File: config.mk
export PLATFORM = sky130hd
export DESIGN_NAME = lockable_system_watchdog
export DESIGN_NICKNAME = d
export VERILOG_FILES = /design/src/rtl/watchdog_pkg.sv /design/src/rtl/watchdog_tick.sv /design/src/rtl/lockable_system_watchdog.sv
export SDC_FILE = /design/constraint.sdc
export NUM_CORES = 1
export LEC_CHECK = 0
export BUFFER_PORTS_ARGS = -buffer_cell sky130_fd_sc_hd__buf_4
export CAP_MARGIN = 10
export CORE_MARGIN = 2
export CORE_UTILIZATION = 40
export CTS_BUF_LIST = sky130_fd_sc_hd__clkbuf_2
export CTS_CLUSTER_DIAMETER = 30
export CTS_CLUSTER_SIZE = 14
export DETAILED_ROUTE_END_ITERATION = 10
export SETUP_SLACK_MARGIN = 0.05
export SLEW_MARGIN = 20
export SYNTH_ARGS = -nofsm -noshare
export SYNTH_HDL_FRONTEND = slang
export SYNTH_SLANG_ARGS = --single-unit
export TNS_END_PERCENT = 30
File: constraint.sdc
create_clock -name mclk -period 5.3 [get_ports mclk]
set_clock_uncertainty 0.05 [all_clocks]
set_input_delay 1.06 -clock mclk [delete_from_list [all_inputs] [get_ports mclk]]
set_output_delay 1.06 -clock mclk [all_outputs]
set_load 0.05 [all_outputs]
File: src/rtl/watchdog_pkg.sv
package watchdog_pkg;

	// data path widths
	localparam int CNT_W  = 32;
	localparam int ADDR_W = 8;
	localparam int DATA_W = 32;

	// register byte offsets
	localparam logic [ADDR_W-1:0] OFF_RELOAD = 8'h00; // reload value
	localparam logic [ADDR_W-1:0] OFF_COUNT  = 8'h04; // live count, read only
	localparam logic [ADDR_W-1:0] OFF_CTRL   = 8'h08; // watchdog control
	localparam logic [ADDR_W-1:0] OFF_INTCLR = 8'h0c; // clear and reload
	localparam logic [ADDR_W-1:0] OFF_STAT   = 8'h10; // sticky events
	localparam logic [ADDR_W-1:0] OFF_MASK   = 8'h14; // event mask
	localparam logic [ADDR_W-1:0] OFF_GUARD  = 8'h18; // write guard

	// control fields
	localparam int CTRL_W       = 3;
	localparam int CTRL_INT_EN  = 0;
	localparam int CTRL_RES_EN  = 1;
	localparam int CTRL_CLK_BUS = 2;

	// status and mask fields
	localparam int STAT_W       = 2;
	localparam int STAT_TIMEOUT = 0;
	localparam int STAT_RESET   = 1;

	// reset values
	localparam logic [CNT_W-1:0]  RELOAD_RST = 32'hffff_ffff;
	localparam logic [CTRL_W-1:0] CTRL_RST   = 3'h0;
	localparam logic [STAT_W-1:0] MASK_RST   = 2'h0;

	// unlock key for the write guard
	localparam logic [DATA_W-1:0] GUARD_KEY = 32'h1acc_e551;

	// one register bus request
	typedef struct packed {
		logic [ADDR_W-1:0] addr;
		logic [DATA_W-1:0] wdata;
		logic              wr;
		logic              rd;
	} bus_req_s;

endpackage

File: src/rtl/watchdog_tick.sv
`timescale 1ns/1ps
// turns the chosen counting clock into one-cycle enables on mclk
module watchdog_tick (
	// clock and synchronised reset
	input  wire logic mclk,
	input  wire logic rstN,
	// clock choice and sleep clock pin
	input  wire logic useBusClk,
	input  wire logic sleepClk,
	// one pulse per counting clock rising edge
	output logic      tick
);

	logic syncA_reg;  // first synchroniser stage, read only by syncB
	logic syncB_reg;  // second synchroniser stage
	logic syncC_reg;  // delayed copy for edge detection
	logic tick_next;  // next tick value

	////////////////////////////////////////////////////////////////////////
	// bus clock gives an enable each cycle; sleep clock needs its edge
	always_comb begin
		if (useBusClk) begin
			tick_next = 1'b1;
		end else begin
			tick_next = syncB_reg & ~syncC_reg;
		end
	end

	// register stages; the sleep clock is far slower than mclk
	always_ff @(posedge mclk or negedge rstN) begin
		if (!rstN) begin
			syncA_reg <= 1'b0;
			syncB_reg <= 1'b0;
			syncC_reg <= 1'b0;
			tick      <= 1'b0;
		end else begin
			syncA_reg <= sleepClk;
			syncB_reg <= syncA_reg;
			syncC_reg <= syncB_reg;
			tick      <= tick_next;
		end
	end

endmodule

File: src/rtl/lockable_system_watchdog.sv
`timescale 1ns/1ps
// Contract
// RULE1: 32-bit counter decrements on each counting edge
// RULE2: start value comes from reload register
// RULE3: reaching zero raises the timeout interrupt
// RULE4: next edge after zero reloads, keeps counting
// RULE5: second zero while pending: reset, freeze
// RULE6: control bits enable interrupt and reset
// RULE7: interrupt disabled holds the counter still
// RULE8: re-enabling restarts from the reload value
// RULE9: software may reload the counter anytime
// RULE10: counting clock is sleep or bus clock
// RULE11: key written to guard unlocks all registers
// RULE12: other guard value blocks all other writes
// RULE13: debug mode halts the watchdog
// RULE14: software disables watchdog before sleep
// RULE15: sleep clock unless bus clock forced
// RULE16: clearing interrupt cancels the pending reset
module lockable_system_watchdog (
	// clock and reset
	input  wire logic                              mclk,
	input  wire logic                              arst_n,
	// register port
	input  wire logic [watchdog_pkg::ADDR_W-1:0]   addr,
	input  wire logic [watchdog_pkg::DATA_W-1:0]   wdata,
	input  wire logic                              wrStb,
	input  wire logic                              rdStb,
	output logic      [watchdog_pkg::DATA_W-1:0]   rdata,
	// pins from outside the mclk domain
	input  wire logic                              sleepClk,
	input  wire logic                              dbgMode,
	// outputs
	output logic                                   timeoutInt,
	output logic                                   sysRst,
	output logic                                   irq
);

	////////////////////////////////////////////////////////////////////////
	// reset release and pin synchronisers

	logic rstMeta_reg;  // first reset stage
	logic rstN;         // released reset used by the design
	logic dbgMeta_reg;  // first debug stage, read only by dbgSync_reg
	logic dbgSync_reg;  // debug level in mclk domain

	// release the reset in step with mclk
	always_ff @(posedge mclk or negedge arst_n) begin
		if (!arst_n) begin
			rstMeta_reg <= 1'b0;
			rstN        <= 1'b0;
		end else begin
			rstMeta_reg <= 1'b1;
			rstN        <= rstMeta_reg;
		end
	end

	// debug level passes two flops before use
	always_ff @(posedge mclk or negedge rstN) begin
		if (!rstN) begin
			dbgMeta_reg <= 1'b0;
			dbgSync_reg <= 1'b0;
		end else begin
			dbgMeta_reg <= dbgMode;
			dbgSync_reg <= dbgMeta_reg;
		end
	end

	////////////////////////////////////////////////////////////////////////
	// address decode

	// true when the request hits the given offset
	function automatic logic hit(
		input logic [watchdog_pkg::ADDR_W-1:0] a,
		input logic [watchdog_pkg::ADDR_W-1:0] off
	);
		hit = (a == off);
	endfunction

	watchdog_pkg::bus_req_s req;  // bundled bus request
	assign req = '{addr: addr, wdata: wdata, wr: wrStb, rd: rdStb};

	////////////////////////////////////////////////////////////////////////
	// state

	logic [watchdog_pkg::CNT_W-1:0]  reload_reg,  reload_next;
	logic [watchdog_pkg::CNT_W-1:0]  cnt_reg,     cnt_next;
	logic [watchdog_pkg::CTRL_W-1:0] ctrl_reg,    ctrl_next;
	logic [watchdog_pkg::STAT_W-1:0] stat_reg,    stat_next;
	logic [watchdog_pkg::STAT_W-1:0] mask_reg,    mask_next;
	logic                            locked_reg,  locked_next;
	logic                            pend_reg,    pend_next;
	logic                            sysRst_next;
	logic                            irq_next;
	logic                            tmo_next;
	logic [watchdog_pkg::DATA_W-1:0] rdata_next;

	logic                            tick;       // counting clock enable
	logic                            wrOk;       // write passes the guard
	logic                            running;    // counter may advance
	logic                            swLoad;     // software reload request
	logic                            intEnRise;  // interrupt re-enabled
	logic                            clrWrite;   // interrupt clear write
	logic [watchdog_pkg::CNT_W-1:0]  cntDec;     // count after one edge
	logic                            zeroHit;    // count arrives at zero
	logic                            rstEvent;   // second zero, reset due

	// counting clock choice; default select is the sleep clock
	watchdog_tick u_tick (
		.mclk      (mclk),
		.rstN      (rstN),
		.useBusClk (ctrl_reg[watchdog_pkg::CTRL_CLK_BUS]), // [RULE10] [RULE15]
		.sleepClk  (sleepClk),
		.tick      (tick)
	);

	////////////////////////////////////////////////////////////////////////
	// next state of the counter, guard and registers
	always_comb begin
		// guard holds back all writes but its own
		wrOk = req.wr
			& (~locked_reg | hit(req.addr, watchdog_pkg::OFF_GUARD)); // [RULE12]
		clrWrite  = wrOk & hit(req.addr, watchdog_pkg::OFF_INTCLR);
		intEnRise = wrOk & hit(req.addr, watchdog_pkg::OFF_CTRL)
			& req.wdata[watchdog_pkg::CTRL_INT_EN]
			& ~ctrl_reg[watchdog_pkg::CTRL_INT_EN];
		// reload on value write, clear write or re-enable
		swLoad = (wrOk & hit(req.addr, watchdog_pkg::OFF_RELOAD))
			| clrWrite | intEnRise; // [RULE9] [RULE8]
		// halted when disabled, in debug or after reset fired
		running = ctrl_reg[watchdog_pkg::CTRL_INT_EN] & ~dbgSync_reg
			& ~sysRst; // [RULE7] [RULE13]
		// a zero count reloads on the following edge
		if (cnt_reg == '0) begin
			cntDec = reload_reg; // [RULE4]
		end else begin
			cntDec = cnt_reg - 32'h1; // [RULE1]
		end
		zeroHit  = running & tick & ~swLoad & (cntDec == '0);
		rstEvent = zeroHit & pend_reg
			& ctrl_reg[watchdog_pkg::CTRL_RES_EN]; // [RULE6]

		// register writes
		reload_next = reload_reg;
		ctrl_next   = ctrl_reg;
		mask_next   = mask_reg;
		locked_next = locked_reg;
		if (wrOk && hit(req.addr, watchdog_pkg::OFF_RELOAD)) begin
			reload_next = req.wdata;
		end
		if (wrOk && hit(req.addr, watchdog_pkg::OFF_CTRL)) begin
			ctrl_next = req.wdata[watchdog_pkg::CTRL_W-1:0]; // [RULE6]
		end
		if (wrOk && hit(req.addr, watchdog_pkg::OFF_MASK)) begin
			mask_next = req.wdata[watchdog_pkg::STAT_W-1:0];
		end
		if (req.wr && hit(req.addr, watchdog_pkg::OFF_GUARD)) begin
			locked_next = // [RULE11] [RULE12]
				(req.wdata != watchdog_pkg::GUARD_KEY);
		end

		// counter; frozen for good once the reset has gone out
		cnt_next = cnt_reg;
		if (sysRst) begin
			cnt_next = cnt_reg; // [RULE5]
		end else if (swLoad) begin
			cnt_next = reload_next; // [RULE2] [RULE8] [RULE9]
		end else if (running && tick) begin
			cnt_next = cntDec; // [RULE1] [RULE4]
		end

		// pending interrupt; a clear wins over a new zero
		pend_next = pend_reg;
		if (clrWrite) begin
			pend_next = 1'b0; // [RULE16]
		end
		if (zeroHit) begin
			pend_next = 1'b1; // [RULE3]
		end
		sysRst_next = sysRst | rstEvent; // [RULE5]
		tmo_next    = pend_next
			& ctrl_next[watchdog_pkg::CTRL_INT_EN]; // [RULE3]

		// sticky events: reading clears, a new event still lands
		stat_next = stat_reg;
		if (req.rd && hit(req.addr, watchdog_pkg::OFF_STAT)) begin
			stat_next = '0;
		end
		stat_next[watchdog_pkg::STAT_TIMEOUT] =
			stat_next[watchdog_pkg::STAT_TIMEOUT] | (zeroHit & ~pend_reg);
		stat_next[watchdog_pkg::STAT_RESET] =
			stat_next[watchdog_pkg::STAT_RESET] | rstEvent;
		irq_next = |(stat_next & mask_next);

		// read data, unmapped offsets answer zero
		rdata_next = '0;
		if (req.rd) begin
			case (req.addr)
				watchdog_pkg::OFF_RELOAD: rdata_next = reload_reg;
				watchdog_pkg::OFF_COUNT:  rdata_next = cnt_reg;
				watchdog_pkg::OFF_CTRL: begin
					rdata_next[watchdog_pkg::CTRL_W-1:0] = ctrl_reg;
				end
				watchdog_pkg::OFF_STAT: begin
					rdata_next[watchdog_pkg::STAT_W-1:0] = stat_reg;
				end
				watchdog_pkg::OFF_MASK: begin
					rdata_next[watchdog_pkg::STAT_W-1:0] = mask_reg;
				end
				watchdog_pkg::OFF_GUARD:  rdata_next[0] = locked_reg;
				default:                  rdata_next = '0;
			endcase
		end
	end

	// state registers; the guard starts open
	always_ff @(posedge mclk or negedge rstN) begin
		if (!rstN) begin
			reload_reg <= watchdog_pkg::RELOAD_RST;
			cnt_reg    <= watchdog_pkg::RELOAD_RST;
			ctrl_reg   <= watchdog_pkg::CTRL_RST;
			stat_reg   <= '0;
			mask_reg   <= watchdog_pkg::MASK_RST;
			locked_reg <= 1'b0;
			pend_reg   <= 1'b0;
			sysRst     <= 1'b0;
			timeoutInt <= 1'b0;
			irq        <= 1'b0;
			rdata      <= '0;
		end else begin
			reload_reg <= reload_next;
			cnt_reg    <= cnt_next;
			ctrl_reg   <= ctrl_next;
			stat_reg   <= stat_next;
			mask_reg   <= mask_next;
			locked_reg <= locked_next;
			pend_reg   <= pend_next;
			sysRst     <= sysRst_next;
			timeoutInt <= tmo_next;
			irq        <= irq_next;
			rdata      <= rdata_next;
		end
	end
endmodule

# == Word-level counts from Yosys, hierarchy flattened ==
# Index checks and enable logic that the tools add are counted.
# totals
regBits,116
in_bits,46
out_inout_bits,35
word_cells,85
# classes
addsub,1
eq_ne,7
n_mux,15
n_bitwise,30
n_reduce_logical,12
# ops
cell,count
$mux W32,5
$logic_not A32 Y1,2
$pmux W29 S2,1
$ne A32 B29 Y1 const B,1
$sub A32 B1 Y32 const B,1
$eq A8 B5 Y1 const B,3
$and A1 B1 Y1,16
$eq A8 B4 Y1 const B,2
$eq A8 B3 Y1 const B,1
$logic_not A8 Y1,1
$not A1 Y1,7
$logic_and A1 B1 Y1,6
$or A1 B1 Y1,6
$pmux W1 S6,1
$pmux W1 S5,1
$mux W1,4
$mux W2,2
$pmux W1 S3,1
$and A2 B2 Y2,1
$reduce_and A2 Y1,1
$reduce_bool A2 Y1,1
$reduce_or A2 Y1,1

# == Depth between registers and ports, before layout ==
# Gate-level depths: netlist of run 1.
# logic_depth
depth_word,15
mapped_depth,11
mapped_depth_nobuf,10

# == Modules after synthesis ==
# A second synthesis of run 1 with hierarchy kept.
# unflattened
cells_unflattened,649
area_unflattened_um2,6433.7
# by_module_without_submodules
module,n_inst,cells_per_inst,area_each_um2,seq_area_each_um2
lockable_system_watchdog,1,643,6322.3,2882.8
watchdog_tick,1,6,111.4,100.1

# == Worst setup path before layout of run 1 ==
# OpenSTA, ideal clock, no wires.
# synth_path
kind,input-to-reg
from,in addr[0] (netlist name)
to,reg cnt_reg[31] (netlist name)
setup_ns,0.082
arrival_time_ns,3.363
required_time_ns,5.168
slack_ns,1.805
path_stages,9
n_path_buf,1
path_cell_list,or4_1 nor3_1 nand2_1 nor3_1 clkbuf_1 mux2_2 nor2_1 nor2_1 mux2_2
# synth_via
word_cells_on_any_way,18
cone_classes,eq/ne (3); mux (2); bitwise (9); reduce/logical (4)
# synth_lines
element,line_no,source
start: declaration,lockable_system_watchdog.sv:24,"input wire logic [watchdog_pkg::ADDR_W-1:0] addr,"
$eq A8 B5 Y1,lockable_system_watchdog.sv:76,hit = (a == off);
$or A1 B1 Y1,lockable_system_watchdog.sv:121,"& (~locked_reg | hit(req.addr, watchdog_pkg::OFF_GUARD));"
$and A1 B1 Y1,lockable_system_watchdog.sv:121,
$logic_and A1 B1 Y1 *,lockable_system_watchdog.sv:147,"if (wrOk && hit(req.addr, watchdog_pkg::OFF_RELOAD)) begin"
$mux W32 *,lockable_system_watchdog.sv:147,
"net reload_next, one bit",lockable_system_watchdog.sv:85,"logic [watchdog_pkg::CNT_W-1:0] reload_reg, reload_next;"
$mux W32 *,lockable_system_watchdog.sv:165,end else if (swLoad) begin
end signal: assignment,lockable_system_watchdog.sv:219,cnt_reg <= watchdog_pkg::RELOAD_RST;
end signal: assignment,lockable_system_watchdog.sv:231,cnt_reg <= cnt_next;
end: declaration,lockable_system_watchdog.sv:86,"logic [watchdog_pkg::CNT_W-1:0] cnt_reg, cnt_next;"
# The timed path passes the listed nets; every way through them passes the cells marked *.
# A chain may end at the register's enable or synchronous reset.

# == Worst setup path in the final report of run 1 ==
# layout_path
from,reg cnt_reg[0] (netlist name)
to,reg sysRst
# layout_via
elab_chain_cells,7
word_cells_on_any_way,8
cone_classes,add/sub (1); mux (1); bitwise (4); reduce/logical (2)
# layout_lines
element,line_no,source
$sub A32 B1 Y32 / $logic_not A32 Y1 (equally long branches),"lockable_system_watchdog.sv:136, lockable_system_watchdog.sv:133",
$mux W32 *,lockable_system_watchdog.sv:133,if (cnt_reg == '0) begin
$logic_not A32 Y1 *,lockable_system_watchdog.sv:138,zeroHit = running & tick & ~swLoad & (cntDec == '0);
$and A1 B1 Y1 *,lockable_system_watchdog.sv:138,
$and A1 B1 Y1 *,lockable_system_watchdog.sv:139,rstEvent = zeroHit & pend_reg
$and A1 B1 Y1 *,lockable_system_watchdog.sv:140,& ctrl_reg[watchdog_pkg::CTRL_RES_EN];
$or A1 B1 Y1 *,lockable_system_watchdog.sv:179,sysRst_next = sysRst | rstEvent;
net sysRst_next,lockable_system_watchdog.sv:92,logic sysRst_next;
end signal: assignment,lockable_system_watchdog.sv:237,sysRst <= sysRst_next;
end: declaration,lockable_system_watchdog.sv:34,"output logic sysRst,"
# Marked as above.

==> impl_metrics.py, run 1 <==
metrics = {
    "global_route": {
        "grt_overflow_total": 0,
        "grt_pass1_wl_um": 30800,
        "antenna_found_initial": 1,
        "grt_pass1_vias": 5259,
        "grt.total_usage_pct": 22.8,
        "grt_max_degree": 72,
    },
    "synthesis": {
        "yosys.cell_types.count": 69,
        "synth_warnings": 0,
        "yosys.area.top_type": "dfstp_2",
        "synth.top_cell.area_share_pct": 25.7,
        "synth_area_per_cell_um2": 9.66,
        "synth_area_mm2": 0.00654,
        "netlist_instances": 677,
        "ys_seq_elements": 116,
        "synth_ff_type": "dfstp_2",
        "async_flop_share_pct": 100,
        "synth_edf_count": 0,
        "synth_nets": 725,
        "synth.area.top_cells": "dfstp_2 26%, dfrtp_1 20%, mux2_2 6.9%",
        "ys_seq_area_share_pct": 45.6,
    },
    "detailed_routing": {
        "dr_wl_met2_um": 8480,
        "wl_per_cell_um": 20.4,
        "drt_iter0_drc": 567,
        "num_vias": 5515,
        "dr.pass1.iters": 5,
        "drc_errors": 0,
        "top_layer_used": "met4",
        "met3_length_um": 1430,
        "vias_per_cell": 5.74,
        "wl_um": 19600,
        "routedLengthMet1_um": 9310,
        "antenna_left": 0,
    },
    "floorplanning": {
        "io_pins": 81,
        "core_area_mm2": 0.0159,
        "rows": 46,
        "fp.dieH_um": 132,
        "die_x_um": 132,
        "start_util_pct": 41.0,
        "dieArea_mm2": 0.0174,
    },
    "finish": {
        "fillers": 1553,
        "most-common-layout-cells": "88 x buf_4, 80 x nor2_1, 64 x dfstp_2, 51 x dfrtp_1, 44 x a21oi_1",
        "final_common_cell": "buf_4",
        "seq_area_mm2": 0.00299,
        "num-nets-final": 778,
        "multi_input_area_mm2": 0.00329,
        "syn_to_final_growth_pct": 14.8,
        "drive_above_1_share_pct": 32.8,
    },
    "placement": {
        "hpwl_um": 14300,
        "gp_congestion": 0.963,
        "port_buffers": 80,
    },
    "timing": {
        "hold-worst-slack_ns": 0.323,
        "worst_pin_slew_ns": 1.01,
        "maxSlewViolCount": 0,
        "hold_viol_final": 0,
        "rsz0062_at_grt": "no",
        "period_share_pct": 76.3,
        "max-slew-margin-rel_pct": 31.8,
        "max_freq_ghz": 0.247,
        "finalSetupTns_ns": 0,
        "finalSetupViolations": 0,
        "min_period_ns": 4.04,
    },
    "clock_network": {
        "insertion_delay_ns": 0.70,
        "cts_num_sinks": 116,
        "cts.path.max_buffers": 2,
        "cts-htree-levels": 4,
        "numCtsBuffers": 17,
        "clk_transition_reported_paths_ns": 0.18,
        "cts_tree": "built",
        "root_buffer": "clkbuf_2",
    },
    "critical_path": {
        "cp_slowest_cell": "nor3b_1",
        "r2r-end": "sysRst",
        "crit_buf_inv": 1,
        "worstReg2RegStart": "cnt_reg[0]",
        "end_kind": "flip-flop",
        "critPathTopFamily": "simple AND/OR/NAND/NOR gates",
        "path_class": "flip-flop to flip-flop",
        "critPathMaxFanout": 7,
        "rrSetupSlack_ns": 1.26,
        "startpoint_type": "flip-flop",
        "worstPathCellList": "inv_1 > ha_1 > nor3b_1 > nand2_1 > or3_1 > xor2_1 > nand4_1 > a2111oi_4 > nand4_2 > o21bai_1",
        "r2r_cells": 10,
        "max_stage_delay_ns": 0.85,
        "worst-endpoint-arrival_ns": 4.63,
        "cp.required_ns": 5.89,
    },
    "worst_hold_path": {
        "hold_depth": 0,
        "min_to": "dbgSync_reg",
        "min_from": "dbgMeta_reg",
        "hp-class": "flip-flop to flip-flop",
    },
    "pwr": {
        "leakage_nw": 3.06,
        "ir_worst_vdd_v": 0.000143,
        "p_per_area_mw_per_mm2": 279,
    },
    "job": {
        "max_cap_viol_count": 0,
    },
    "outcome": {
        "status": "complete, no violations",
    },
}
==> cells by family (layout without fill, tap and decap cells) <==
group,Yosys count,count (layout),synth area share (%)
xor gates and xnor gates,18,18,2.41
muxes,50,50,8.42
DFF,116,116,45.6
and+or+nand+nor,280,280,23.6
buffers and inverters,62,128,4.50
other,1,3,0.0574
AOI/OAI and AO/OA,148,148,15.0
adders and majority gates,2,2,0.383
==> synth_stat cells, types with 9 or more instances <==
| cell type | n |
|---|---|
| nor4_1 | 19 |
| a31oi_1 | 11 |
| nor2_1 | 81 |
| mux2i_1 | 10 |
| a21oi_1 | 45 |
| mux2_2 | 40 |
| or3_1 | 9 |
| nand4_1 | 9 |
| xnor2_1 | 10 |
| a22oi_1 | 32 |
| clkbuf_1 | 46 |
| nand2_1 | 39 |
| o21ai_0 | 10 |
| dfstp_2 | 64 |
| o211ai_1 | 12 |
| nor3_1 | 26 |
| nor2b_1 | 33 |
| nand3_1 | 12 |
| dfrtp_1 | 52 |
==> through the flow <==
step | cell area [µm²] | power [mW] | instances | worst slack, ns | util (%)
detailed placement | 7230 | 1.44 | 926 | 1.40 | 45.3
global placement | 7230 | 1.44 | 926 | 1.35 | 45.3
floorplan | 6540 | 1.33 | 677 | 1.80 | -
finish | 7510 | 2.09 | 961 | 1.26 | 47.1
global route | 7500 | 2.19 | 960 | 1.08 | 47.1
CTS | 7500 | 2.10 | 959 | 1.37 | 47.1
==> worst max-delay path by stage <==
stage,start,to,cells after the start
2_1_floorplan,addr[0],cnt_reg[31],9
3_3_place_gp,cnt_reg[0],sysRst,10
3_5_place_dp,cnt_reg[0],stat_reg[1],10
4_1_cts,cnt_reg[0],sysRst,10
5_1_grt,cnt_reg[0],sysRst,10
6_report,cnt_reg[0],sysRst,10
==> where the power goes <==
| part | internal [mW] | switching [mW] | total, mW |
|---|---|---|---|
| clock | 0.310 | 0.341 | 0.651 |
| sequential | 0.984 | 0.130 | 1.11 |
| combinational | 0.152 | 0.174 | 0.326 |
==> worst reg2reg max path, stage by stage (launching register included) <==
cell and delay [ns]:
dfstp_2 0.44, inv_1 0.13, ha_1 0.32, nor3b_1 0.85, nand2_1 0.45, or3_1 0.43
xor2_1 0.21, nand4_1 0.17, a2111oi_4 0.40, nand4_2 0.32, o21bai_1 0.24
==> cell type report <==
cell class                 instances  share of cell area, %
sequential                       116                   39.8
clock inverter                    12                   2.17
antenna                            2                 0.0667
multi-input combinational        499                   43.8
clock buffer                      20                   1.33
tap                              216                   3.60
inverter                           7                  0.350
timing repair buffer              89                   8.93
==> metal layers <==
layer	vias up	track usage, %
li1	2581	-
met1	2674	33.8
met2	235	32.6
met3	25	5.57
met4	0	7.79
met5	-	0
==> repair_timing <==
action,in CTS,in global routing
hold endpoints to repair,2,0
setup endpoints to repair,0,0
resized for setup,0,0
setup buffers,0,0
hold buffers,1,0
(Power assumes the default switching activity.)
==> run 2: changes to the inputs <==
ABC_AREA = 1   (was unset)
clock period = 3.95 ns   (was 5.3 ns; I/O delays follow)
==> run 2 against run 1 <==
  * Via count up 13%
  * Synthesized cell count up 42%
  * Sequential power up 9%
  * Sequential share of layout area down 2.1 points
  * Cell count up 32%
  * Area after synthesis up 4.1%
  * Count of clock-buffer cells in the layout down 3
  * Setup slack worse by 0.039 ns
  * First-iteration DRC count down 41%
  * Non-clock buffer count up 1
  * Global-route usage down 0.93 points
==> impl_metrics.py, run 2 <==
metrics = {
    "finish": {
        "final_common_cell": "nand2_1",
        "drive_above_1_share_pct": 21.1,
        "num-nets-final": 1086,
        "fillers": 1713,
        "multi_input_area_mm2": 0.00316,
        "most-common-layout-cells": "304 x nand2_1, 130 x inv_1, 105 x nor2_1, 87 x buf_4, 80 x o21ai_0",
        "fin_util_pct": 47.8,
        "seq_area_mm2": 0.00299,
        "design_area_mm2": 0.00793,
        "syn_to_final_growth_pct": 16.5,
    },
    "detailed_routing": {
        "num_vias": 6215,
        "dr.pass1.iters": 4,
        "vias_per_cell": 4.89,
        "wl_um": 18800,
        "drt_iter0_drc": 335,
        "wl_per_cell_um": 14.8,
        "antenna_left": 0,
        "drc_errors": 0,
    },
    "synthesis": {
        "synth.top_cell.area_share_pct": 24.7,
        "synth.area.top_cells": "dfstp_2 25%, dfrtp_1 19%, nand2_1 17%",
        "yosysMostFrequentCell": "nand2_1",
        "yosys-top-cells-count": "304 x nand2_1, 131 x inv_1, 105 x nor2_1, 80 x o21ai_0, 64 x dfstp_2",
        "netlist_instances": 960,
        "synth_area_per_cell_um2": 7.09,
        "synth_nets": 1008,
        "ys_seq_area_share_pct": 43.8,
        "synth_top_family_by_area": "simple AND/OR/NAND/NOR gates",
        "synth_edf_count": 0,
        "muxShareOfSynthArea_pct": 0.331,
        "yosys.area.top_type": "dfstp_2",
        "synth_area_mm2": 0.00681,
        "yosys.cell_types.count": 42,
        "async_flop_share_pct": 100,
        "synth_xor_area_share_pct": 0.772,
        "synth-simple-area-share_pct": 31.8,
        "synth_warnings": 0,
        "synth_compound_area_share_pct": 13.1,
        "ys_seq_elements": 116,
        "synth_ff_type": "dfstp_2",
        "synth_fa_ha_area_share_pct": 0.368,
    },
    "critical_path": {
        "worstPathCellList": "inv_1 > ha_1 > nand2_1 > nor2_1 > nand2_2 > inv_2 > nand2_4 > nand3_1 > o21ai_2 > nand2_1 > nor2_1 > nand2_1 > nor2_2 > nand3_1 > nand2_1 > nand2_1 > nand2_1",
        "worst-endpoint-arrival_ns": 3.38,
        "r2r_cells": 17,
        "path_class": "flip-flop to flip-flop",
        "end_kind": "flip-flop",
        "critPathTopFamily": "simple AND/OR/NAND/NOR gates",
        "crit_buf_inv": 2,
        "max_stage_delay_ns": 0.58,
        "crit_cells": 17,
        "cp_slowest_cell": "dfstp_2",
        "cp_common_cell": "nand2_1",
        "critPathMaxFanout": 24,
        "startpoint_type": "flip-flop",
        "cp.required_ns": 4.59,
    },
    "clock_network": {
        "cts_tree": "built",
        "postCtsSetupBuffers": 0,
        "clk_transition_reported_paths_ns": 0.19,
        "cts_resized": 0,
        "insertion_delay_ns": 0.74,
        "cts.path.max_buffers": 2,
        "cts_num_sinks": 116,
        "root_buffer": "clkbuf_2",
        "cts-htree-levels": 4,
        "numCtsBuffers": 17,
    },
    "timing": {
        "maxSlewViolCount": 0,
        "rsz0062_at_grt": "no",
        "max_freq_ghz": 0.366,
        "max-slew-margin-rel_pct": 45.0,
        "min_period_ns": 2.73,
        "worst_pin_slew_ns": 0.824,
        "finalSetupTns_ns": 0,
        "period_share_pct": 69.2,
        "finalSetupViolations": 0,
        "hold_viol_final": 0,
        "timing.final.ws_setup_ns": 1.22,
    },
    "placement": {
        "port_buffers": 80,
        "post-place-ws_ns": 0.732,
        "place_area_mm2": 0.00763,
        "gp_congestion": 0.905,
        "hpwl_um": 14000,
    },
    "global_route": {
        "antenna_found_initial": 2,
        "grt.total_usage_pct": 21.9,
        "grt_max_degree": 56,
        "grt_overflow_total": 0,
        "grt_pass1_wl_um": 30700,
        "grt_pass1_vias": 6042,
    },
    "floorplanning": {
        "io_pins": 81,
        "fp.dieH_um": 134,
        "rows": 47,
        "dieArea_mm2": 0.0181,
        "core_area_mm2": 0.0166,
        "start_util_pct": 41.1,
        "die_x_um": 134,
    },
    "pwr": {
        "ir_worst_vdd_v": 0.000174,
        "p_total_mw": 2.24,
        "p_per_area_mw_per_mm2": 282,
        "leakage_nw": 3.96,
    },
    "worst_hold_path": {
        "hold_depth": 1,
        "hp-class": "input pin to flip-flop",
    },
    "job": {
        "max_cap_viol_count": 0,
    },
    "outcome": {
        "status": "complete, no violations",
    },
}
-- run 2: final cells by class --
type | count | area share [%]
Multi-Input combinational cell | 678 | 39.9
Sequential cell | 116 | 37.7
Timing Repair Buffer | 90 | 8.87
Inverter | 135 | 6.45
Tap cell | 220 | 3.47
Clock inverter | 15 | 2.56
Clock buffer | 17 | 1.07
Antenna cell | 1 | 0.0316
-- run 2: worst register-to-register path: cells and delay by family, from the launching register on --
kind,cells,cell delay [ns]
adder cells (fa/ha/maj),1,0.24
AO/OA/AOI/OAI,1,0.09
flip-flops,1,0.58
buffers and inverters,2,0.15
AND/OR/NAND/NOR,13,1.61
-- run 2: metrics by stage --
stage | instances | hold slack (ns)
floorplan | 960 | 0.281
global placement | 1238 | 0.283
detailed placement | 1238 | 0.286
CTS | 1271 | 0.0266
global route | 1272 | 0.00279
finish | 1272 | 0.0881
-- run 2: kinds of logic (layout without fill, tap and decap cells) --
family / count (synthesis) / after routing
compound gates: 161 / 161
xor+xnor: 6 / 6
fa+ha+maj: 2 / 2
buf+inv: 166 / 257
flops: 116 / 116
mux: 2 / 2
other cells: 1 / 2
simple gates: 506 / 506
-- run 2: metal layers --
metal	share of wire (%)	track usage, %	vias to the layer above
met3	4.3	4.54	31
met5	0.085	0	-
li1	-	-	3174
met4	2.1	7.95	2
met1	46	28.6	2866
met2	47	36.2	142
-- run 2: final timing paths --
| kind | start | endpoint | slack (ns) |
|---|---|---|---|
| worst max-delay path | cnt_reg[0] | irq | 1.22 |
| max in group asynchronous | rstN | cnt_reg[0] | 2.65 |
| worst min-delay path | dbgMode | dbgMeta_reg | 0.09 |
| worst max register to register | cnt_reg[0] | irq | 1.22 |
| worst min register to register | rstMeta_reg | rstN | 0.33 |
| min in group asynchronous | arst_n | rstN | 0.27 |
-- run 2: report_power, final --
group	total [mW]	leakage, nW	switching, mW	internal [mW]
registers	1.21	1.36	0.0122	1.20
clock network	0.945	0.158	0.522	0.423
logic	0.0824	2.44	0.0450	0.0374
-- run 2: what timing repair did --
item                                    4_1_cts  5_1_grt
hold buffers                                  1        0
hold endpoints to repair                      2        0
endpoints found under the setup margin        0        0
